==> src/fpc_consts.svh <==
// Constants of the coprocessor transfer and compare block: offsets, fields and reset values.
// Assumes inclusion by bare name into modules that also import fpc_pkg.
`ifndef FPC_CONSTS_SVH
`define FPC_CONSTS_SVH

// ----------------------------------------------------------------
// Register byte offsets on the bus
// ----------------------------------------------------------------
`define FPC_OFF_INSTR    8'h00
`define FPC_OFF_HOST     8'h04
`define FPC_OFF_OPN      8'h08
`define FPC_OFF_OPM      8'h0C
`define FPC_OFF_PRIV     8'h10
`define FPC_OFF_RESULT   8'h14
`define FPC_OFF_STATUS   8'h18
`define FPC_OFF_CONTROL  8'h1C
`define FPC_OFF_OUTCOME  8'h20

// ----------------------------------------------------------------
// Instruction fields, status bits and codes
// ----------------------------------------------------------------
`define FPC_CLASS_CODE   4'hE
`define FPC_CP_NUM       4'h1
`define FPC_HOST_PC      4'hF
`define FPC_OPC_ITOF     4'h0
`define FPC_OPC_FIX      4'h1
`define FPC_OPC_WST      4'h2
`define FPC_OPC_RST      4'h3
`define FPC_OPC_WCT      4'h4
`define FPC_OPC_RCT      4'h5
`define FPC_ALTCMP_BIT   12
`define FPC_DND_BIT      13
`define FPC_IXE_BIT      20
`define FPC_UNIMPL_MASK  32'h0001_0280
`define FPC_COMPAT_MASK  32'h0BAA_F800
`define FPC_UNDEF_MASK   32'h5400_0000
`define FPC_STATUS_RST   32'h0000_0000
`define FPC_CONTROL_RST  32'h0000_0000

`endif

==> src/fpc_pkg.sv <==
// Types shared by the coprocessor transfer and compare block.
// Assumes nothing beyond a SystemVerilog compiler.
package fpc_pkg;

  typedef enum logic [1:0] {FPC_ST_IDLE = 2'b01, FPC_ST_WAIT_AU = 2'b10} fpc_state_type;
  typedef enum logic [1:0] {FPC_RM_NEAREST = 2'h0, FPC_RM_PLUS_INF = 2'h1,
                            FPC_RM_MINUS_INF = 2'h2, FPC_RM_ZERO = 2'h3} fpc_rmode_type;
  typedef enum logic [1:0] {FPC_PR_SINGLE = 2'h0, FPC_PR_DOUBLE = 2'h1,
                            FPC_PR_EXTENDED = 2'h2, FPC_PR_ILLEGAL = 2'h3} fpc_prec_type;
  typedef enum logic [1:0] {FPC_AU_DATA = 2'h0, FPC_AU_INT_TO_FLOAT = 2'h1,
                            FPC_AU_FLOAT_TO_INT = 2'h2, FPC_AU_NONE = 2'h3} fpc_au_kind_type;

  typedef struct packed {
    fpc_au_kind_type kind;
    logic [4:0] opcode;
    fpc_prec_type prec;
    fpc_rmode_type rmode;
    logic [2:0] dest;
    logic [31:0] first;
    logic [31:0] second;
  } fpc_au_cmd_type;

  typedef struct packed {
    logic invalid;
    logic div_zero;
    logic overflow;
    logic underflow;
    logic inexact;
    logic rare;
    logic illegal_ext;
  } fpc_au_exc_type;

  typedef struct packed {
    logic lt;
    logic eq;
    logic gt;
    logic unord;
    logic any_nan;
    logic snan;
  } fpc_cmp_type;

  typedef struct packed {
    logic n;
    logic z;
    logic c;
    logic v;
  } fpc_flags_type;

  typedef struct packed {
    logic rs_rare;
    logic rs_unimpl;
    logic rs_ieee;
    logic rs_uncommon;
    fpc_flags_type flags;
    logic [2:0] spare;
    logic to_host;
    logic bounce;
    logic undef;
    logic done;
    logic busy;
  } fpc_outcome_type;

endpackage

==> src/fpc_xfer_compare.sv <==
// Register-transfer and compare decode/execute of the floating-point coprocessor.
// Assumes a classic Wishbone master on core_clk_i and an arithmetic unit on the same clock.
`timescale 1ns/1ps
`default_nettype none
`include "fpc_consts.svh"
module fpc_xfer_compare
  import fpc_pkg::*;
(
  input wire logic core_clk_i,
  input wire logic rst_i,
  input wire logic wb_cyc_i,
  input wire logic wb_stb_i,
  input wire logic wb_we_i,
  input wire logic [7:0] wb_adr_i,
  input wire logic [3:0] wb_sel_i,
  input wire logic [31:0] wb_dat_i,
  output logic [31:0] wb_dat_o,
  output logic wb_ack_o,
  output logic au_req_o,
  output fpc_au_cmd_type au_cmd_o,
  input wire logic au_done_i,
  input wire logic [31:0] au_result_i,
  input wire fpc_au_exc_type au_exc_i,
  output fpc_flags_type host_flags_o
);

  // ----------------------------------------------------------------
  // Declarations
  // ----------------------------------------------------------------
  fpc_state_type state_r, state_nxt;
  logic [31:0] instr_r, instr_nxt;
  logic [31:0] host_r, host_nxt;
  logic [31:0] opn_r, opn_nxt;
  logic [31:0] opm_r, opm_nxt;
  logic priv_r, priv_nxt;
  logic [31:0] result_r, result_nxt;
  logic [31:0] status_r, status_nxt;
  logic [31:0] control_r, control_nxt;
  fpc_outcome_type outcome_r, outcome_nxt;
  logic issue_r, issue_nxt;
  logic ack_r, ack_nxt;
  logic [31:0] rdata_r, rdata_nxt;
  logic au_req_r, au_req_nxt;
  fpc_au_cmd_type au_cmd_r, au_cmd_nxt;

  logic bus_req;
  logic bus_wr;
  logic [31:0] byte_mask;
  logic [31:0] second_op;
  logic [31:0] const_val;
  fpc_cmp_type cmp;
  logic is_ours, is_xfer, is_cmp, is_data;
  logic [3:0] opc;
  logic [4:0] data_opc;
  logic [1:0] ef;
  fpc_rmode_type rmode;
  logic unord_trap, unimpl_hit, compat_hit, undef_hit;
  logic opn_uncommon, opm_uncommon, ieee_bounce;

  // ----------------------------------------------------------------
  // Wishbone slave: one wait state, ack drops the cycle after it rises
  // ----------------------------------------------------------------
  assign bus_req = wb_cyc_i && wb_stb_i && !ack_r;
  assign bus_wr = bus_req && wb_we_i;
  assign byte_mask = {{8{wb_sel_i[3]}}, {8{wb_sel_i[2]}}, {8{wb_sel_i[1]}}, {8{wb_sel_i[0]}}};
  assign wb_ack_o = ack_r;
  assign wb_dat_o = rdata_r;

  // Register writes honour byte lanes; unmapped reads return zero.
  always_comb begin
    ack_nxt = bus_req;
    rdata_nxt = 32'h0000_0000;
    host_nxt = host_r;
    opn_nxt = opn_r;
    opm_nxt = opm_r;
    priv_nxt = priv_r;
    instr_nxt = instr_r;
    issue_nxt = 1'b0;
    if (bus_req && !wb_we_i) begin
      unique case (wb_adr_i)
        `FPC_OFF_INSTR: rdata_nxt = instr_r;
        `FPC_OFF_HOST: rdata_nxt = host_r;
        `FPC_OFF_OPN: rdata_nxt = opn_r;
        `FPC_OFF_OPM: rdata_nxt = opm_r;
        `FPC_OFF_PRIV: rdata_nxt = {31'h0, priv_r};
        `FPC_OFF_RESULT: rdata_nxt = result_r;
        `FPC_OFF_STATUS: rdata_nxt = status_r;
        `FPC_OFF_CONTROL: rdata_nxt = control_r;
        `FPC_OFF_OUTCOME: rdata_nxt = {16'h0, outcome_r};
        default: rdata_nxt = 32'h0000_0000;
      endcase
    end
    if (bus_wr) begin
      unique case (wb_adr_i)
        // A write while an instruction runs is dropped, so the op cannot change mid-flight.
        `FPC_OFF_INSTR: begin
          if (!outcome_r.busy && !issue_r) begin
            instr_nxt = (instr_r & ~byte_mask) | (wb_dat_i & byte_mask);
            issue_nxt = 1'b1;
          end
        end
        `FPC_OFF_HOST: host_nxt = (host_r & ~byte_mask) | (wb_dat_i & byte_mask);
        `FPC_OFF_OPN: opn_nxt = (opn_r & ~byte_mask) | (wb_dat_i & byte_mask);
        `FPC_OFF_OPM: opm_nxt = (opm_r & ~byte_mask) | (wb_dat_i & byte_mask);
        `FPC_OFF_PRIV: priv_nxt = wb_sel_i[0] ? wb_dat_i[0] : priv_r;
        default: ;
      endcase
    end
  end

  always_ff @(posedge core_clk_i) begin
    if (rst_i) begin
      ack_r <= 1'b0;
      rdata_r <= 32'h0000_0000;
      host_r <= 32'h0000_0000;
      opn_r <= 32'h0000_0000;
      opm_r <= 32'h0000_0000;
      priv_r <= 1'b0;
      instr_r <= 32'h0000_0000;
      issue_r <= 1'b0;
    end else begin
      ack_r <= ack_nxt;
      rdata_r <= rdata_nxt;
      host_r <= host_nxt;
      opn_r <= opn_nxt;
      opm_r <= opm_nxt;
      priv_r <= priv_nxt;
      instr_r <= instr_nxt;
      issue_r <= issue_nxt;
    end
  end

  // ----------------------------------------------------------------
  // Instruction field decode
  // ----------------------------------------------------------------
  assign is_ours = (instr_r[27:24] == `FPC_CLASS_CODE) && (instr_r[11:8] == `FPC_CP_NUM);
  assign is_xfer = is_ours && instr_r[4];
  assign is_data = is_ours && !instr_r[4];
  assign opc = instr_r[23:20];
  assign data_opc = {instr_r[23:20], instr_r[15]};
  assign ef = {instr_r[19], instr_r[7]};
  assign rmode = fpc_rmode_type'(instr_r[6:5]);
  assign is_cmp = is_xfer && instr_r[23] && instr_r[20] && (instr_r[15:12] == `FPC_HOST_PC);
  assign unimpl_hit = 1'(`FPC_UNIMPL_MASK >> data_opc);
  assign compat_hit = 1'(`FPC_COMPAT_MASK >> data_opc);
  assign undef_hit = 1'(`FPC_UNDEF_MASK >> data_opc);
  assign second_op = instr_r[3] ? const_val : opm_r;

  fpc_const_rom u_const_rom (
    .sel_i(instr_r[2:0]),
    .value_o(const_val)
  );

  // Code 101 and 111 negate the second operand.
  fpc_compare u_compare (
    .a_i(opn_r),
    .b_i(second_op),
    .negate_i(instr_r[21]),
    .result_o(cmp)
  );

  // Signalling compares trap on any NaN, plain ones only on a signalling NaN.
  assign unord_trap = instr_r[22] ? cmp.any_nan : cmp.snan;

  // Uncommon operands; denormals count only while the FPC_DND_BIT status bit is clear.
  assign opn_uncommon = (opn_r[30:23] == 8'hFF) ||
                        ((opn_r[30:23] == 8'h00) && (opn_r[22:0] != 23'h0) && !status_r[`FPC_DND_BIT]);
  assign opm_uncommon = !instr_r[3] && ((opm_r[30:23] == 8'hFF) ||
                        ((opm_r[30:23] == 8'h00) && (opm_r[22:0] != 23'h0) && !status_r[`FPC_DND_BIT]));
  assign ieee_bounce = au_exc_i.invalid || au_exc_i.div_zero || au_exc_i.overflow ||
                       au_exc_i.underflow || (au_exc_i.inexact && status_r[`FPC_IXE_BIT]);

  // ----------------------------------------------------------------
  // Execute: decode one issued instruction, or finish an arithmetic one
  // ----------------------------------------------------------------
  always_comb begin
    state_nxt = state_r;
    result_nxt = result_r;
    status_nxt = status_r;
    control_nxt = control_r;
    outcome_nxt = outcome_r;
    au_req_nxt = 1'b0;
    au_cmd_nxt = au_cmd_r;
    unique case (state_r)
      FPC_ST_IDLE: begin
        if (issue_r) begin
          outcome_nxt = '0;
          outcome_nxt.done = 1'b1;
          au_cmd_nxt.kind = FPC_AU_NONE;
          au_cmd_nxt.opcode = data_opc;
          au_cmd_nxt.prec = fpc_prec_type'(ef);
          au_cmd_nxt.rmode = rmode;
          au_cmd_nxt.dest = instr_r[18:16];
          au_cmd_nxt.first = opn_r;
          au_cmd_nxt.second = second_op;
          if (!is_ours) begin
            outcome_nxt.undef = 1'b1;
          end else if (is_cmp) begin
            // Flags: N less, Z equal, C greater-or-equal (not less while FPC_ALTCMP_BIT is set), V unordered.
            outcome_nxt.flags.n = cmp.lt;
            outcome_nxt.flags.z = cmp.eq;
            outcome_nxt.flags.c = status_r[`FPC_ALTCMP_BIT] ? !cmp.lt : (cmp.gt || cmp.eq);
            outcome_nxt.flags.v = cmp.unord;
            outcome_nxt.bounce = unord_trap;
            outcome_nxt.rs_ieee = unord_trap;
          end else if (is_xfer) begin
            // Bit 20 set carries data towards the host, clear carries it from the host.
            outcome_nxt.to_host = instr_r[20];
            unique case (opc)
              `FPC_OPC_ITOF: begin
                if (ef == 2'h3) begin
                  outcome_nxt.undef = 1'b1;
                end else begin
                  au_cmd_nxt.kind = FPC_AU_INT_TO_FLOAT;
                  au_cmd_nxt.first = host_r;
                end
              end
              // The ef bits are reserved here and ignored; only gh steers rounding.
              `FPC_OPC_FIX: au_cmd_nxt.kind = FPC_AU_FLOAT_TO_INT;
              `FPC_OPC_WST: status_nxt = host_r;
              `FPC_OPC_RST: result_nxt = status_r;
              `FPC_OPC_WCT: begin
                if (priv_r) control_nxt = host_r;
                else outcome_nxt.undef = 1'b1;
              end
              `FPC_OPC_RCT: begin
                if (priv_r) result_nxt = control_r;
                else outcome_nxt.undef = 1'b1;
              end
              default: outcome_nxt.undef = 1'b1;
            endcase
            if (outcome_nxt.undef) outcome_nxt.to_host = 1'b0;
          end else if (undef_hit || (ef == 2'h3)) begin
            outcome_nxt.undef = 1'b1;
          end else if (unimpl_hit || compat_hit) begin
            outcome_nxt.bounce = 1'b1;
            outcome_nxt.rs_unimpl = 1'b1;
          end else if (opm_uncommon || (opn_uncommon && !instr_r[15])) begin
            outcome_nxt.bounce = 1'b1;
            outcome_nxt.rs_uncommon = 1'b1;
          end else if (is_data) begin
            au_cmd_nxt.kind = FPC_AU_DATA;
          end
          // Conversions and data operations hand over to the arithmetic unit.
          if (au_cmd_nxt.kind != FPC_AU_NONE) begin
            au_req_nxt = 1'b1;
            outcome_nxt.done = 1'b0;
            outcome_nxt.busy = 1'b1;
            state_nxt = FPC_ST_WAIT_AU;
          end
        end
      end
      FPC_ST_WAIT_AU: begin
        if (au_done_i) begin
          outcome_nxt.busy = 1'b0;
          outcome_nxt.done = 1'b1;
          outcome_nxt.rs_ieee = ieee_bounce;
          outcome_nxt.rs_rare = au_exc_i.rare;
          outcome_nxt.rs_uncommon = au_exc_i.illegal_ext;
          outcome_nxt.bounce = ieee_bounce || au_exc_i.rare || au_exc_i.illegal_ext;
          if (au_cmd_r.kind == FPC_AU_FLOAT_TO_INT && !outcome_nxt.bounce) begin
            result_nxt = au_result_i;
          end
          if (outcome_nxt.bounce) outcome_nxt.to_host = 1'b0;
          state_nxt = FPC_ST_IDLE;
        end
      end
      default: state_nxt = FPC_ST_IDLE;
    endcase
  end

  always_ff @(posedge core_clk_i) begin
    if (rst_i) begin
      state_r <= FPC_ST_IDLE;
      result_r <= 32'h0000_0000;
      status_r <= `FPC_STATUS_RST;
      control_r <= `FPC_CONTROL_RST;
      outcome_r <= '0;
      au_req_r <= 1'b0;
      au_cmd_r <= '0;
    end else begin
      state_r <= state_nxt;
      result_r <= result_nxt;
      status_r <= status_nxt;
      control_r <= control_nxt;
      outcome_r <= outcome_nxt;
      au_req_r <= au_req_nxt;
      au_cmd_r <= au_cmd_nxt;
    end
  end

  assign au_req_o = au_req_r;
  assign au_cmd_o = au_cmd_r;
  assign host_flags_o = outcome_r.flags;

  // ----------------------------------------------------------------
  // Assertions
  // ----------------------------------------------------------------
  a_unord_flags: assert property (@(posedge core_clk_i) disable iff (rst_i)
    (state_r == FPC_ST_IDLE && issue_r && is_cmp && cmp.unord && !status_r[`FPC_ALTCMP_BIT])
    |=> (!host_flags_o.n && !host_flags_o.c && host_flags_o.v))
    else $error("Unordered compare left N or C set.");

  a_alt_complement: assert property (@(posedge core_clk_i) disable iff (rst_i)
    (state_r == FPC_ST_IDLE && issue_r && is_cmp && status_r[`FPC_ALTCMP_BIT])
    |=> (host_flags_o.n != host_flags_o.c))
    else $error("Alternate compare gave N equal to C.");

  a_ctrl_priv: assert property (@(posedge core_clk_i) disable iff (rst_i)
    (state_r == FPC_ST_IDLE && issue_r && is_xfer && !is_cmp && !priv_r &&
     (opc == `FPC_OPC_WCT || opc == `FPC_OPC_RCT))
    |=> (outcome_r.undef && control_r == $past(control_r)))
    else $error("Control access outside supervisor was not trapped.");

  a_prec_trap: assert property (@(posedge core_clk_i) disable iff (rst_i)
    (state_r == FPC_ST_IDLE && issue_r && is_xfer && opc == `FPC_OPC_ITOF && ef == 2'h3)
    |=> (outcome_r.undef && !au_req_o))
    else $error("Illegal precision did not trap.");

  a_cmp_nan_trap: assert property (@(posedge core_clk_i) disable iff (rst_i)
    (state_r == FPC_ST_IDLE && issue_r && is_cmp && (instr_r[22] ? cmp.any_nan : cmp.snan))
    |=> outcome_r.bounce)
    else $error("Compare NaN exception missing.");

  a_unimpl_reject: assert property (@(posedge core_clk_i) disable iff (rst_i)
    (state_r == FPC_ST_IDLE && issue_r && is_data && !undef_hit && ef != 2'h3 && unimpl_hit)
    |=> (outcome_r.bounce && !au_req_o && outcome_r.rs_unimpl))
    else $error("Unimplemented operation reached the arithmetic unit.");

  a_inexact_gate: assert property (@(posedge core_clk_i) disable iff (rst_i)
    (state_r == FPC_ST_WAIT_AU && au_done_i && au_exc_i == 7'b0000100 && !status_r[`FPC_IXE_BIT])
    |=> (outcome_r.done && !outcome_r.bounce))
    else $error("Masked inexact bounced.");

  a_ieee_bounce: assert property (@(posedge core_clk_i) disable iff (rst_i)
    (state_r == FPC_ST_WAIT_AU && au_done_i && (au_exc_i.overflow || au_exc_i.invalid))
    |=> (outcome_r.bounce ##1 !outcome_r.busy))
    else $error("IEEE exception did not bounce.");

  a_status_write: assert property (@(posedge core_clk_i) disable iff (rst_i)
    (state_r == FPC_ST_IDLE && issue_r && is_xfer && !is_cmp && opc == `FPC_OPC_WST)
    |=> (status_r == $past(host_r) && !outcome_r.to_host))
    else $error("Status write did not load the host value.");

endmodule
`default_nettype wire

==> src/fpc_const_rom.sv <==
// Built-in constant table of the second operand, as single-precision patterns.
// Assumes a three-bit code from the instruction, purely combinational.
`timescale 1ns/1ps
`default_nettype none
module fpc_const_rom
  import fpc_pkg::*;
(
  input wire logic [2:0] sel_i,
  output logic [31:0] value_o
);

  // Codes 000 to 111 give 0.0, 1.0, 2.0, 3.0, 4.0, 5.0, 0.5 and 10.0.
  always_comb begin
    unique case (sel_i)
      3'h0: value_o = 32'h0000_0000;
      3'h1: value_o = 32'h3F80_0000;
      3'h2: value_o = 32'h4000_0000;
      3'h3: value_o = 32'h4040_0000;
      3'h4: value_o = 32'h4080_0000;
      3'h5: value_o = 32'h40A0_0000;
      3'h6: value_o = 32'h3F00_0000;
      3'h7: value_o = 32'h4120_0000;
    endcase
  end

endmodule
`default_nettype wire

==> src/fpc_compare.sv <==
// Single-precision comparator with optional negation of the second operand.
// Assumes operands are stable in the cycle they are compared; no state inside.
`timescale 1ns/1ps
`default_nettype none
module fpc_compare
  import fpc_pkg::*;
(
  input wire logic [31:0] a_i,
  input wire logic [31:0] b_i,
  input wire logic negate_i,
  output fpc_cmp_type result_o
);

  logic [31:0] b_eff;
  logic a_nan;
  logic b_nan;
  logic both_zero;
  logic mag_lt;

  // Negation flips the sign only; a NaN stays a NaN either way.
  assign b_eff = {b_i[31] ^ negate_i, b_i[30:0]};
  assign a_nan = (a_i[30:23] == 8'hFF) && (a_i[22:0] != 23'h0);
  assign b_nan = (b_eff[30:23] == 8'hFF) && (b_eff[22:0] != 23'h0);
  assign both_zero = (a_i[30:0] == 31'h0) && (b_eff[30:0] == 31'h0);
  assign mag_lt = a_i[30:0] < b_eff[30:0];

  // Sign-magnitude ordering; plus and minus zero compare equal.
  always_comb begin
    result_o.any_nan = a_nan || b_nan;
    result_o.snan = (a_nan && !a_i[22]) || (b_nan && !b_eff[22]);
    result_o.unord = a_nan || b_nan;
    result_o.eq = !result_o.unord && (both_zero || (a_i == b_eff));
    if (result_o.unord || result_o.eq) begin
      result_o.lt = 1'b0;
    end else if (a_i[31] != b_eff[31]) begin
      result_o.lt = a_i[31];
    end else begin
      result_o.lt = a_i[31] ? (!mag_lt && (a_i[30:0] != b_eff[30:0])) : mag_lt;
    end
    result_o.gt = !result_o.unord && !result_o.eq && !result_o.lt;
  end

endmodule
`default_nettype wire

==> config.mk <==
export PLATFORM = sky130hd
export DESIGN_NAME = fpc_xfer_compare
export DESIGN_NICKNAME = d
export VERILOG_FILES = /design/src/fpc_pkg.sv /design/src/fpc_xfer_compare.sv /design/src/fpc_const_rom.sv /design/src/fpc_compare.sv
export VERILOG_INCLUDE_DIRS = /design/src
export SDC_FILE = /design/constraint.sdc
export NUM_CORES = 1
export LEC_CHECK = 0
export BUFFER_PORTS_ARGS = -buffer_cell sky130_fd_sc_hd__buf_2
export CAP_MARGIN = 10
export CELL_PAD_IN_SITES_DETAIL_PLACEMENT = 0
export CELL_PAD_IN_SITES_GLOBAL_PLACEMENT = 1
export CORE_MARGIN = 1.5
export CORE_UTILIZATION = 44
export CTS_BUF_LIST = sky130_fd_sc_hd__clkbuf_16
export CTS_CLUSTER_DIAMETER = 150
export DETAILED_ROUTE_END_ITERATION = 7
export PLACE_DENSITY_LB_ADDON = 0.1
export REMOVE_ABC_BUFFERS = 1
export SYNTH_ARGS = -nofsm -noshare
export SYNTH_HDL_FRONTEND = slang
export SYNTH_SLANG_ARGS = --single-unit
==> constraint.sdc <==
create_clock -name core_clk_i -period 3.7 [get_ports core_clk_i]
set_input_delay 0 -clock core_clk_i [delete_from_list [all_inputs] [get_ports core_clk_i]]
set_output_delay 0 -clock core_clk_i [all_outputs]
set_load 0.005 [all_outputs]
Yosys cells after proc, flatten, opt, wreduce, memory -nomap -nowiden
Memory sizes are Yosys's and may differ from the RTL's. A register that Yosys moved wholly into a read port is not among the register bits.
Index checks and enable logic that the tools add are counted.
{"block": "op_classes", "bitwise": 17, "shifts": 3, "eq_ne": 37, "muxes": 83, "n_reduce_logical": 86, "n_lt_le_gt_ge": 1}
{"op": "32-bit two-way mux", "n": 13}
{"op": "32-bit case mux with 9 select lines", "n": 1}
{"op": "32-bit AND", "n": 5}
{"op": "32-bit OR", "n": 4}
{"op": "32-bit case mux with 2 select lines", "n": 2}
{"op": "23-bit nonzero test", "n": 3}
{"op": "31-bit zero test", "n": 2}
{"op": "1-bit two-way mux", "n": 37}
{"op": "2-bit two-way mux", "n": 18}
{"op": "32-bit equality test", "n": 1}
{"op": "8-bit by 5-bit equality test with 1-bit output, second input constant", "n": 4}
{"op": "32-bit inverter", "n": 1}
{"op": "31-bit < comparator", "n": 1}
{"op": "31-bit != test", "n": 1}
{"op": "31-bit by 5-bit right shift with 1-bit output, first input constant", "n": 1}
{"op": "1-bit logical AND", "n": 28}
{"op": "28-bit by 5-bit right shift with 1-bit output, first input constant", "n": 1}
{"op": "8-bit equality test, second input constant", "n": 3}
{"op": "8-bit zero test", "n": 3}
{"op": "2-bit case mux with 2 select lines", "n": 5}
{"op": "2-bit != test, second input constant", "n": 9}
{"op": "17-bit by 5-bit right shift with 1-bit output, first input constant", "n": 1}
{"op": "8-bit by 4-bit equality test with 1-bit output, second input constant", "n": 2}
{"op": "1-bit logical OR", "n": 16}
{"op": "30 further kinds", "n": 65}
{"block": "totals", "reg_bits": 353, "output_inout_bits": 116, "rom_bits": 80, "word_cells": 261, "n_memories": 1, "inputBits": 89}
{"memory": "(no name shown)", "depth": 8, "width": 10, "rd": 1, "rd_clocked_by_memory_dff": 1, "wr": 0, "line": "fpc_const_rom.sv:14", "rtl": "unique case (sel_i)"}

Longest topological paths before layout
Gate-level depths: netlist of the first run.
{"block": "logic_depth", "depth_word": 18, "mapped_depth": 11, "ltp_nobuf": 9}

By module
Synthesis of the first run repeated with hierarchy kept, for this count alone.
{"block": "unflattened", "hier_cells": 2118, "area_unflattened_um2": 16801.1}
{"module": "fpc_xfer_compare", "seq_area_each_um2": 7066.8, "area_per_inst_um2": 15419.8, "instances": 1, "cells_per_inst": 1922}
{"module": "fpc_compare", "seq_area_each_um2": 0.0, "area_per_inst_um2": 1122.3, "instances": 1, "cells_per_inst": 159}
{"module": "fpc_const_rom", "seq_area_each_um2": 0.0, "area_per_inst_um2": 259.0, "instances": 1, "cells_per_inst": 37}

Worst setup path after synthesis of the first run
No wires, ideal clock.
{"block": "synth_path", "kind": "register -> register", "from": "reg with a tool-made name", "to": "reg outcome_r, in the netlist host_flags_o[3]", "path_stages_with_launch": 12, "arrival_ps": 2570, "required_ps": 3584, "path_slack_ps": 1014, "period_less_slack_ps": 2686, "n_path_buf": 2, "setup_ps": 116, "path_cell_list": "dfxtp_1 > buf_2 > inv_1 > clkbuf_1 > nand2_1 > ha_1 > a211oi_1 > nor2_1 > a2111oi_0 > a211oi_1 > or3_1 > a31o_2"}
{"item": "end signal: assignment", "line": "fpc_xfer_compare.sv:286", "rtl": "outcome_r <= outcome_nxt;"}
{"item": "end: declaration", "line": "fpc_xfer_compare.sv:39", "rtl": "fpc_outcome_type outcome_r, outcome_nxt;"}

==> summary.json, run 1 <==
{
  "die": {
    "die-width_um": 195.6,
    "initial_core_utilization_pct": 44.59,
    "ios": 205,
    "core_region_area_um2": 36610,
    "floorplan.rows": 70,
    "dieHeight_um": 195.6,
    "floorplan.die_area_um2": 38270
  },
  "clocking": {
    "cts-root-buf": "sky130_fd_sc_hd__clkbuf_16",
    "cts.clk_slew.worst_paths_ns": 0.06,
    "clock_tree_from_tritoncts": "built",
    "clkSinkCount": 359,
    "cts_max_path_buffers": 3,
    "post_cts.repair.setup_buffers": 0,
    "insertion_delay_of_the_later_clocked_pin_in_the_worst_skew_pair_ns": 0.55,
    "number_of_buffers_created_by_cts": 40,
    "h_tree_level_count": 2
  },
  "timing": {
    "final_hold_viol_count": 2,
    "finalWorstPathRequiredPeriod_ns": 3.023,
    "timing.final.crit_share_pct": 81.71,
    "unrepaired_setup_endpoints_after_global_routing": "false",
    "max_slew_margin_pct": 39.52,
    "worst-slew-pin-transition_ns": 0.9072,
    "report.final.slew_viol_count": 0,
    "setup_slack_ns": 0.6766,
    "finalSetupTns_ns": 0,
    "max_clock_freq_mhz": 330.8,
    "whs_ns": -0.01856,
    "setup_viol": 0,
    "final.setup_skew_ns": 0.01809
  },
  "worst_setup_path": {
    "cell_chain_critical_path": "inv_1, nand2_1, ha_1, a21oi_1, nand2_1, a2111oi_0, buf_4, a211oi_1, or3_1, a31o_2",
    "crit_path_frequent_cell": "sky130_fd_sc_hd__nand2_1",
    "critical-path-slowest-cell": "sky130_fd_sc_hd__inv_1",
    "timing.reg2reg.setup_slack_ns": 0.68,
    "cp-start-kind": "flop",
    "path_buf_inv": 2,
    "worst-path-max-fanout": 17,
    "critical-path-max-stage-delay_ns": 0.48,
    "path_class": "reg2reg",
    "largest_delay_share_family_worst_path": "compound AO/OA/AOI/OAI gates",
    "worst_ep_arrival_time_ns": 3.47,
    "worst_setup_path_end_kind": "flop",
    "cp.required_ns": 4.14
  },
  "pwr": {
    "irDropWorstVdd_mv": 0.3601,
    "p_leak_nw": 7.160,
    "power_per_cell_area_nw_per_um2": 396.2,
    "finalPower_mw": 7.823
  },
  "detailed_routing": {
    "final_antenna_net_count": 0,
    "m1WireLength_mm": 27.69,
    "wl_met3_mm": 4.311,
    "top_signal_layer_used": "met4",
    "remaining_drc_errors": 0,
    "num_vias": 15890,
    "drt_iter0_drc": 1632,
    "wl_met2_mm": 27.36,
    "sum_of_routed_wire_length_over_all_layers_mm": 60.83,
    "detailedRoute.firstPassIterationCount": 8,
    "detail_route.wl_per_cell_um": 22.79,
    "routed_via_density": 5.954
  },
  "synth": {
    "synthesis.area_um2": 16330,
    "post_synth_main_area_contributors": "sky130_fd_sc_hd__dfxtp_1, sky130_fd_sc_hd__mux2i_1, sky130_fd_sc_hd__nand2_1, sky130_fd_sc_hd__a21oi_1, sky130_fd_sc_hd__nor2_1",
    "synth-seq-cells": 359,
    "number_of_synthesized_flops_with_an_enable_pin": 0,
    "synth_top_cells_by_count": "sky130_fd_sc_hd__dfxtp_1, sky130_fd_sc_hd__nand2_1, sky130_fd_sc_hd__a21oi_1",
    "yosys.area.top_type": "sky130_fd_sc_hd__dfxtp_1",
    "syn_avg_cell_area_um2": 8.342,
    "postSynth.asyncResetShare_pct": 0,
    "postSynth.topFlopCell": "sky130_fd_sc_hd__dfxtp_1",
    "ys_seq_area_share_pct": 44.02,
    "postSynthCellCount": 1957,
    "synthMostInstantiatedCell": "sky130_fd_sc_hd__dfxtp_1",
    "yosys_warnings": 0,
    "synth_cell_types": 60,
    "yosys.area.top_type_share_pct": 44.02
  },
  "global_route": {
    "gr-usage-all-layers_pct": 31.36,
    "global_route.overflow_total": 0,
    "pin_count_of_the_biggest_net_entering_global_routing": 136,
    "grt_first_pass_wirelength_mm": 91.80,
    "number_of_antenna_violations_at_the_first_check_in_global_routing": 0,
    "first_global_vias": 15070
  },
  "min_path": {
    "timing.hold.worst.class": "in2reg"
  },
  "placement": {
    "post-place-cells": 2522,
    "detailed_place_hpwl_mm": 39.62,
    "io_buffer_count": 204,
    "dp_slack_ns": 0.7531,
    "detailed_place.area_um2": 17740,
    "globalplace.congestion": 0.9035
  },
  "finish": {
    "post_route_cells_drive_above_1_share_pct": 14.49,
    "finish.utilization_pct": 53.93,
    "multi_input_comb_area_um2": 8483,
    "area.sequential_um2": 7187,
    "num-nets-final": 2305,
    "syn2layout_area_growth_pct": 20.93,
    "layout.cell_area.non_filler_um2": 19740,
    "insertedDiodeCount": 0,
    "fillerInstances": 3524,
    "finalNonFillerCells": 2669
  },
  "run_status": {
    "violations": "hold timing",
    "status": "finished with violations"
  },
  "job": {
    "max_cap_violations": 0
  }
}
power by group:
part	internal (mW)	switching (mW)
logic	0.103	0.145
clock network	2.12	1.58
registers	3.87	0.000813
what timing repair did:
item | in CTS | in global routing
hold buffers | 82 | 0
hold endpoints to repair | 170 | 0
setup endpoints to repair | 0 | 0
gates resized for setup | 0 | 0
cell type report:
cell class	instances	share of cell area (%)
clock buffers	41	5.197
clock inverters	24	0.7732
inverters	11	0.2091
multi-input cells	1433	42.97
flip-flops and latches	359	36.40
well taps	468	2.966
repair buffers	333	11.48
final timing paths:
kind	depth (start not counted)	to	from
max	10	host_flags_o[3]$_SDFFE_PP0P_	flop
min	2	result_r[6]$_SDFFE_PP0P_	rst_i
max reg2reg	10	host_flags_o[3]$_SDFFE_PP0P_	flop
min reg2reg	2	au_cmd_o[66]$_SDFFE_PP0P_	au_cmd_o[66]$_SDFFE_PP0P_
placed cells by master, fill, tap and decap left out, drive strengths merged, types with 4 or more instances in the layout:
cell type / Yosys / layout
buf: 35 / 251
nor2: 193 / 193
nor4: 19 / 19
nor2b: 7 / 7
a22o: 24 / 24
mux2i: 140 / 140
a32oi: 4 / 4
nand2: 314 / 314
nand4b: 6 / 6
nor3: 15 / 15
nand3b: 4 / 4
nand4: 13 / 13
o21ai: 56 / 56
nand3: 143 / 143
a222oi: 20 / 20
and2: 8 / 8
and3: 5 / 5
nand2b: 10 / 10
a21oi: 223 / 223
o211ai: 5 / 5
ha: 38 / 38
a31oi: 25 / 25
a22oi: 45 / 45
or4: 6 / 6
clkinv: 0 / 14
o41ai: 5 / 5
a221oi: 24 / 24
dfxtp: 359 / 359
a211oi: 46 / 46
clkbuf: 119 / 41
inv: 11 / 18
dlygate4sd3: 0 / 82
logic make-up after synthesis:
logic type               count (synthesis)  synth area share (%)
adder cells (fa/ha/maj)                 38                 2.912
flip-flops                             359                 44.02
buffers and inverters                  165                 4.307
XOR/XNOR                                 2                0.1916
multiplexers                           141                 8.653
AND/OR/NAND/NOR                        755                 20.68
AO/OA/AOI/OAI                          497                 19.24
routing by layer:
metal  vias up  GRT usage, %
met2       673         49.03
met1      7623         44.64
met5         -             0
li1       7495             -
met3       100         4.698
met4         0         9.331
(Power assumes the default switching activity.)
==> inputs of run 2 (changes only) <==
--- a/config.mk
+++ b/config.mk
@@ -11,7 +11,7 @@
 export CELL_PAD_IN_SITES_DETAIL_PLACEMENT = 0
 export CELL_PAD_IN_SITES_GLOBAL_PLACEMENT = 1
 export CORE_MARGIN = 1.5
-export CORE_UTILIZATION = 44
+export CORE_UTILIZATION = 39
 export CTS_BUF_LIST = sky130_fd_sc_hd__clkbuf_16
 export CTS_CLUSTER_DIAMETER = 150
 export DETAILED_ROUTE_END_ITERATION = 7
==> constraint.sdc (replaced) <==
create_clock -name core_clk_i -period 2.7 [get_ports core_clk_i]
set_input_delay 0 -clock core_clk_i [delete_from_list [all_inputs] [get_ports core_clk_i]]
set_output_delay 0 -clock core_clk_i [all_outputs]
set_load 0.005 [all_outputs]
==> summary.json, run 2 (synthesis gave the netlist of run 1 again) <==
{
  "worst_setup_path": {
    "path_buf_inv": {"value": 1, "change": "-1"},
    "worst_ep_arrival_time": {"value": 3.12, "unit": "ns", "change": "-0.35 ns"},
    "largest_delay_share_family_worst_path": "compound AO/OA/AOI/OAI gates",
    "path_class": "reg2reg",
    "critical-path-slowest-cell": "sky130_fd_sc_hd__dfxtp_1",
    "cp.required": {"value": 3.17, "unit": "ns", "change": "-0.97 ns"},
    "worst-path-max-fanout": {"value": 16, "change": "-1"},
    "worst_setup_path_end_kind": "flop",
    "critical-path-max-stage-delay": {"value": 0.39, "unit": "ns", "change": "-0.09 ns"},
    "cell_chain_critical_path": "buf_8, mux2i_2, ha_1, a2111oi_1, o21ai_0, o22ai_1, nand2_1, or3_1, a31o_2",
    "cp-start-kind": "flop"
  },
  "placement": {
    "dp_slack": {"value": -0.07414, "unit": "ns", "change": "-0.8272 ns"},
    "detailed_place_hpwl": {"value": 42.89, "unit": "mm", "change": "+8.2%"},
    "globalplace.congestion": {"value": 0.9155, "change": "+1.3%"},
    "io_buffer_count": {"value": 204, "change": "unchanged"}
  },
  "timing": {
    "finalSetupTns": {"value": 0, "unit": "ns", "change": "unchanged"},
    "setup_slack": {"value": 0.04906, "unit": "ns", "change": "-0.6276 ns"},
    "unrepaired_setup_endpoints_after_global_routing": "true",
    "max_clock_freq": {"value": 377.2, "unit": "MHz", "change": "+14%"},
    "report.final.slew_viol_count": {"value": 0, "change": "unchanged"},
    "final.setup_skew": {"value": 0.01799, "unit": "ns", "change": "-0.0001045 ns"},
    "worst-slew-pin-transition": {"value": 0.9679, "unit": "ns", "change": "+0.06072 ns"},
    "setup_viol": {"value": 0, "change": "unchanged"},
    "finalWorstPathRequiredPeriod": {"value": 2.651, "unit": "ns", "change": "-0.3724 ns"},
    "final_hold_viol_count": {"value": 0, "change": "-2"},
    "max_slew_margin": {"value": 35.47, "unit": "%", "change": "-4.0 points"},
    "timing.final.crit_share": {"value": 98.18, "unit": "%", "change": "+16 points"}
  },
  "die": {
    "initial_core_utilization": {"value": 39.71, "unit": "%", "change": "-4.9 points"},
    "floorplan.die_area": {"value": 43100, "unit": "um2", "change": "+13%"},
    "floorplan.rows": {"value": 74, "change": "+5.7%"},
    "die-width": {"value": 207.6, "unit": "um", "change": "+6.1%"},
    "ios": {"value": 205, "change": "unchanged"},
    "dieHeight": {"value": 207.6, "unit": "um", "change": "+6.1%"},
    "core_region_area": {"value": 41110, "unit": "um2", "change": "+12%"}
  },
  "finish": {
    "finish.utilization": {"value": 49.98, "unit": "%", "change": "-3.9 points"},
    "layout.cells.most_common": "sky130_fd_sc_hd__dfxtp_1",
    "most-common-layout-cells": "sky130_fd_sc_hd__dfxtp_1, sky130_fd_sc_hd__nand2_1, sky130_fd_sc_hd__a21oi_1",
    "syn2layout_area_growth_pct": 25.86,
    "post_route_cells_drive_above_1_share": {"value": 17.46, "unit": "%", "change": "+3.0 points"},
    "num-nets-final": {"value": 2370, "change": "+2.8%"}
  },
  "clocking": {
    "cts.clk_slew.worst_paths": {"value": 0.06, "unit": "ns", "change": "about the same"},
    "post_cts.repair.setup_buffers": {"value": 0, "change": "unchanged"},
    "insertion_delay_of_the_later_clocked_pin_in_the_worst_skew_pair": {"value": 0.58, "unit": "ns", "change": "+0.03 ns"},
    "h_tree_level_count": {"value": 2, "change": "unchanged"},
    "clock_tree_from_tritoncts": "built",
    "cts-root-buf": "sky130_fd_sc_hd__clkbuf_16",
    "clkSinkCount": {"value": 359, "change": "unchanged"},
    "cts_max_path_buffers": {"value": 3, "change": "unchanged"},
    "number_of_buffers_created_by_cts": {"value": 41, "change": "+2.5%"}
  },
  "global_route": {
    "number_of_antenna_violations_at_the_first_check_in_global_routing": {"value": 1, "change": "+1"},
    "first_global_vias": {"value": 15480, "change": "+2.8%"},
    "global_route.overflow_total": {"value": 0, "change": "unchanged"},
    "gr-usage-all-layers": {"value": 29.05, "unit": "%", "change": "-2.3 points"},
    "grt_first_pass_wirelength": {"value": 96.46, "unit": "mm", "change": "+5.1%"},
    "pin_count_of_the_biggest_net_entering_global_routing": {"value": 128, "change": "-5.9%"}
  },
  "detailed_routing": {
    "num_vias": {"value": 16120, "change": "+1.4%"},
    "remaining_drc_errors": {"value": 0, "change": "unchanged"},
    "sum_of_routed_wire_length_over_all_layers": {"value": 63.89, "unit": "mm", "change": "+5.0%"},
    "detail_route.wl_per_cell": {"value": 22.76, "unit": "um", "change": "-0.13%"},
    "detailedRoute.firstPassIterationCount": {"value": 6, "change": "-2"},
    "drt_iter0_drc": {"value": 1497, "change": "-8.3%"},
    "final_antenna_net_count": {"value": 0, "change": "unchanged"},
    "routed_via_density": {"value": 5.742, "change": "-3.6%"}
  },
  "pwr": {
    "power_per_cell_area": {"value": 537.2, "unit": "nW/um2", "change": "+36%"},
    "p_leak": {"value": 7.568, "unit": "nW", "change": "+5.7%"},
    "irDropWorstVdd": {"value": 0.3419, "unit": "mV", "change": "-5.1%"}
  },
  "run_status": {
    "status": "completed"
  },
  "job": {
    "max_cap_violations": {"value": 0, "change": "unchanged"}
  },
  "min_path": {
    "timing.hold.worst.class": "in2reg"
  }
}
run 2: cell types whose count changed in the layout (fill, tap and decap cells not counted), sizes merged:
cell	previous run	this run
dlygate4sd3	82	85
inv	18	19
clkinv	14	20
clkbuf	41	43
diode	0	1
buf	251	312
run 2: final cells by class:
type | instances | area (um2)
Sequential cell | 359 | 7187
Fill cell | 4102 | 20560
Clock inverter | 31 | 191.4
Tap cell | 532 | 665.6
Multi-Input combinational cell | 1433 | 8521
Timing Repair Buffer | 397 | 2863
Clock buffer | 43 | 1076
Antenna cell | 1 | 2.502
Inverter | 11 | 41.29
run 2: final timing paths:
check	startpoint	endpoint	slack [ns]	depth (start not counted)
setup / recovery	flop	host_flags_o[3]$_SDFFE_PP0P_	0.05	9
hold / removal	au_exc_i[5]	outcome_r[3]$_SDFFE_PP0P_	0.1	6
setup reg to reg	flop	host_flags_o[3]$_SDFFE_PP0P_	0.05	9
hold reg to reg	flop	flop	0.46	2
run 2: per-stage QoR:
| stage | instance area, um2 | hold slack [ns] | std cells | power, mW |
|---|---|---|---|---|
| 3_5_place_dp | 18380 | 0.2838 | 2647 | 5.676 |
| 4_1_cts | 20520 | 0.06241 | 2806 | 11.12 |
| 2_1_floorplan | 15660 | 0.06907 | 1803 | 5.447 |
| 6_report | 20550 | 0.09945 | 2807 | 11.04 |
| 5_1_grt | 20540 | 0.1243 | 2806 | 11.38 |
| 3_3_place_gp | 18380 | 0.2786 | 2647 | 5.675 |
run 2: timing repair:
action / 4_1_cts / 5_1_grt
gates cloned: 0 / 0
hold buffers: 85 / 0
resized for setup: 5 / 8
hold endpoints to repair: 196 / 0
setup endpoints to repair: 8 / 3
run 2: per-layer routing:
layer | share of wire [%] | up-vias | GRT usage [%]
li1 | - | 7630 | -
met1 | 46 | 7762 | 40.97
met4 | 2.3 | 0 | 8.215
met2 | 45 | 629 | 45.43
met3 | 7.3 | 98 | 5.068
met5 | 0 | - | 0
run 2: report_power, final:
group          switching, mW  total, mW  leakage, nW  internal, mW
logic                  0.208      0.356         4.02         0.148
clock network           2.32       5.38        0.657          3.06
registers            0.00104       5.30         2.89          5.30
total                   2.53       11.0         7.57          8.51
run 2: worst min-delay path: stages:
cell	delay (ns)
sky130_fd_sc_hd__buf_2	0.07
sky130_fd_sc_hd__nor4_1	0.07
sky130_fd_sc_hd__nand3_1	0.15
sky130_fd_sc_hd__and3_1	0.19
sky130_fd_sc_hd__a21oi_1	0.04
sky130_fd_sc_hd__a31oi_1	0.11
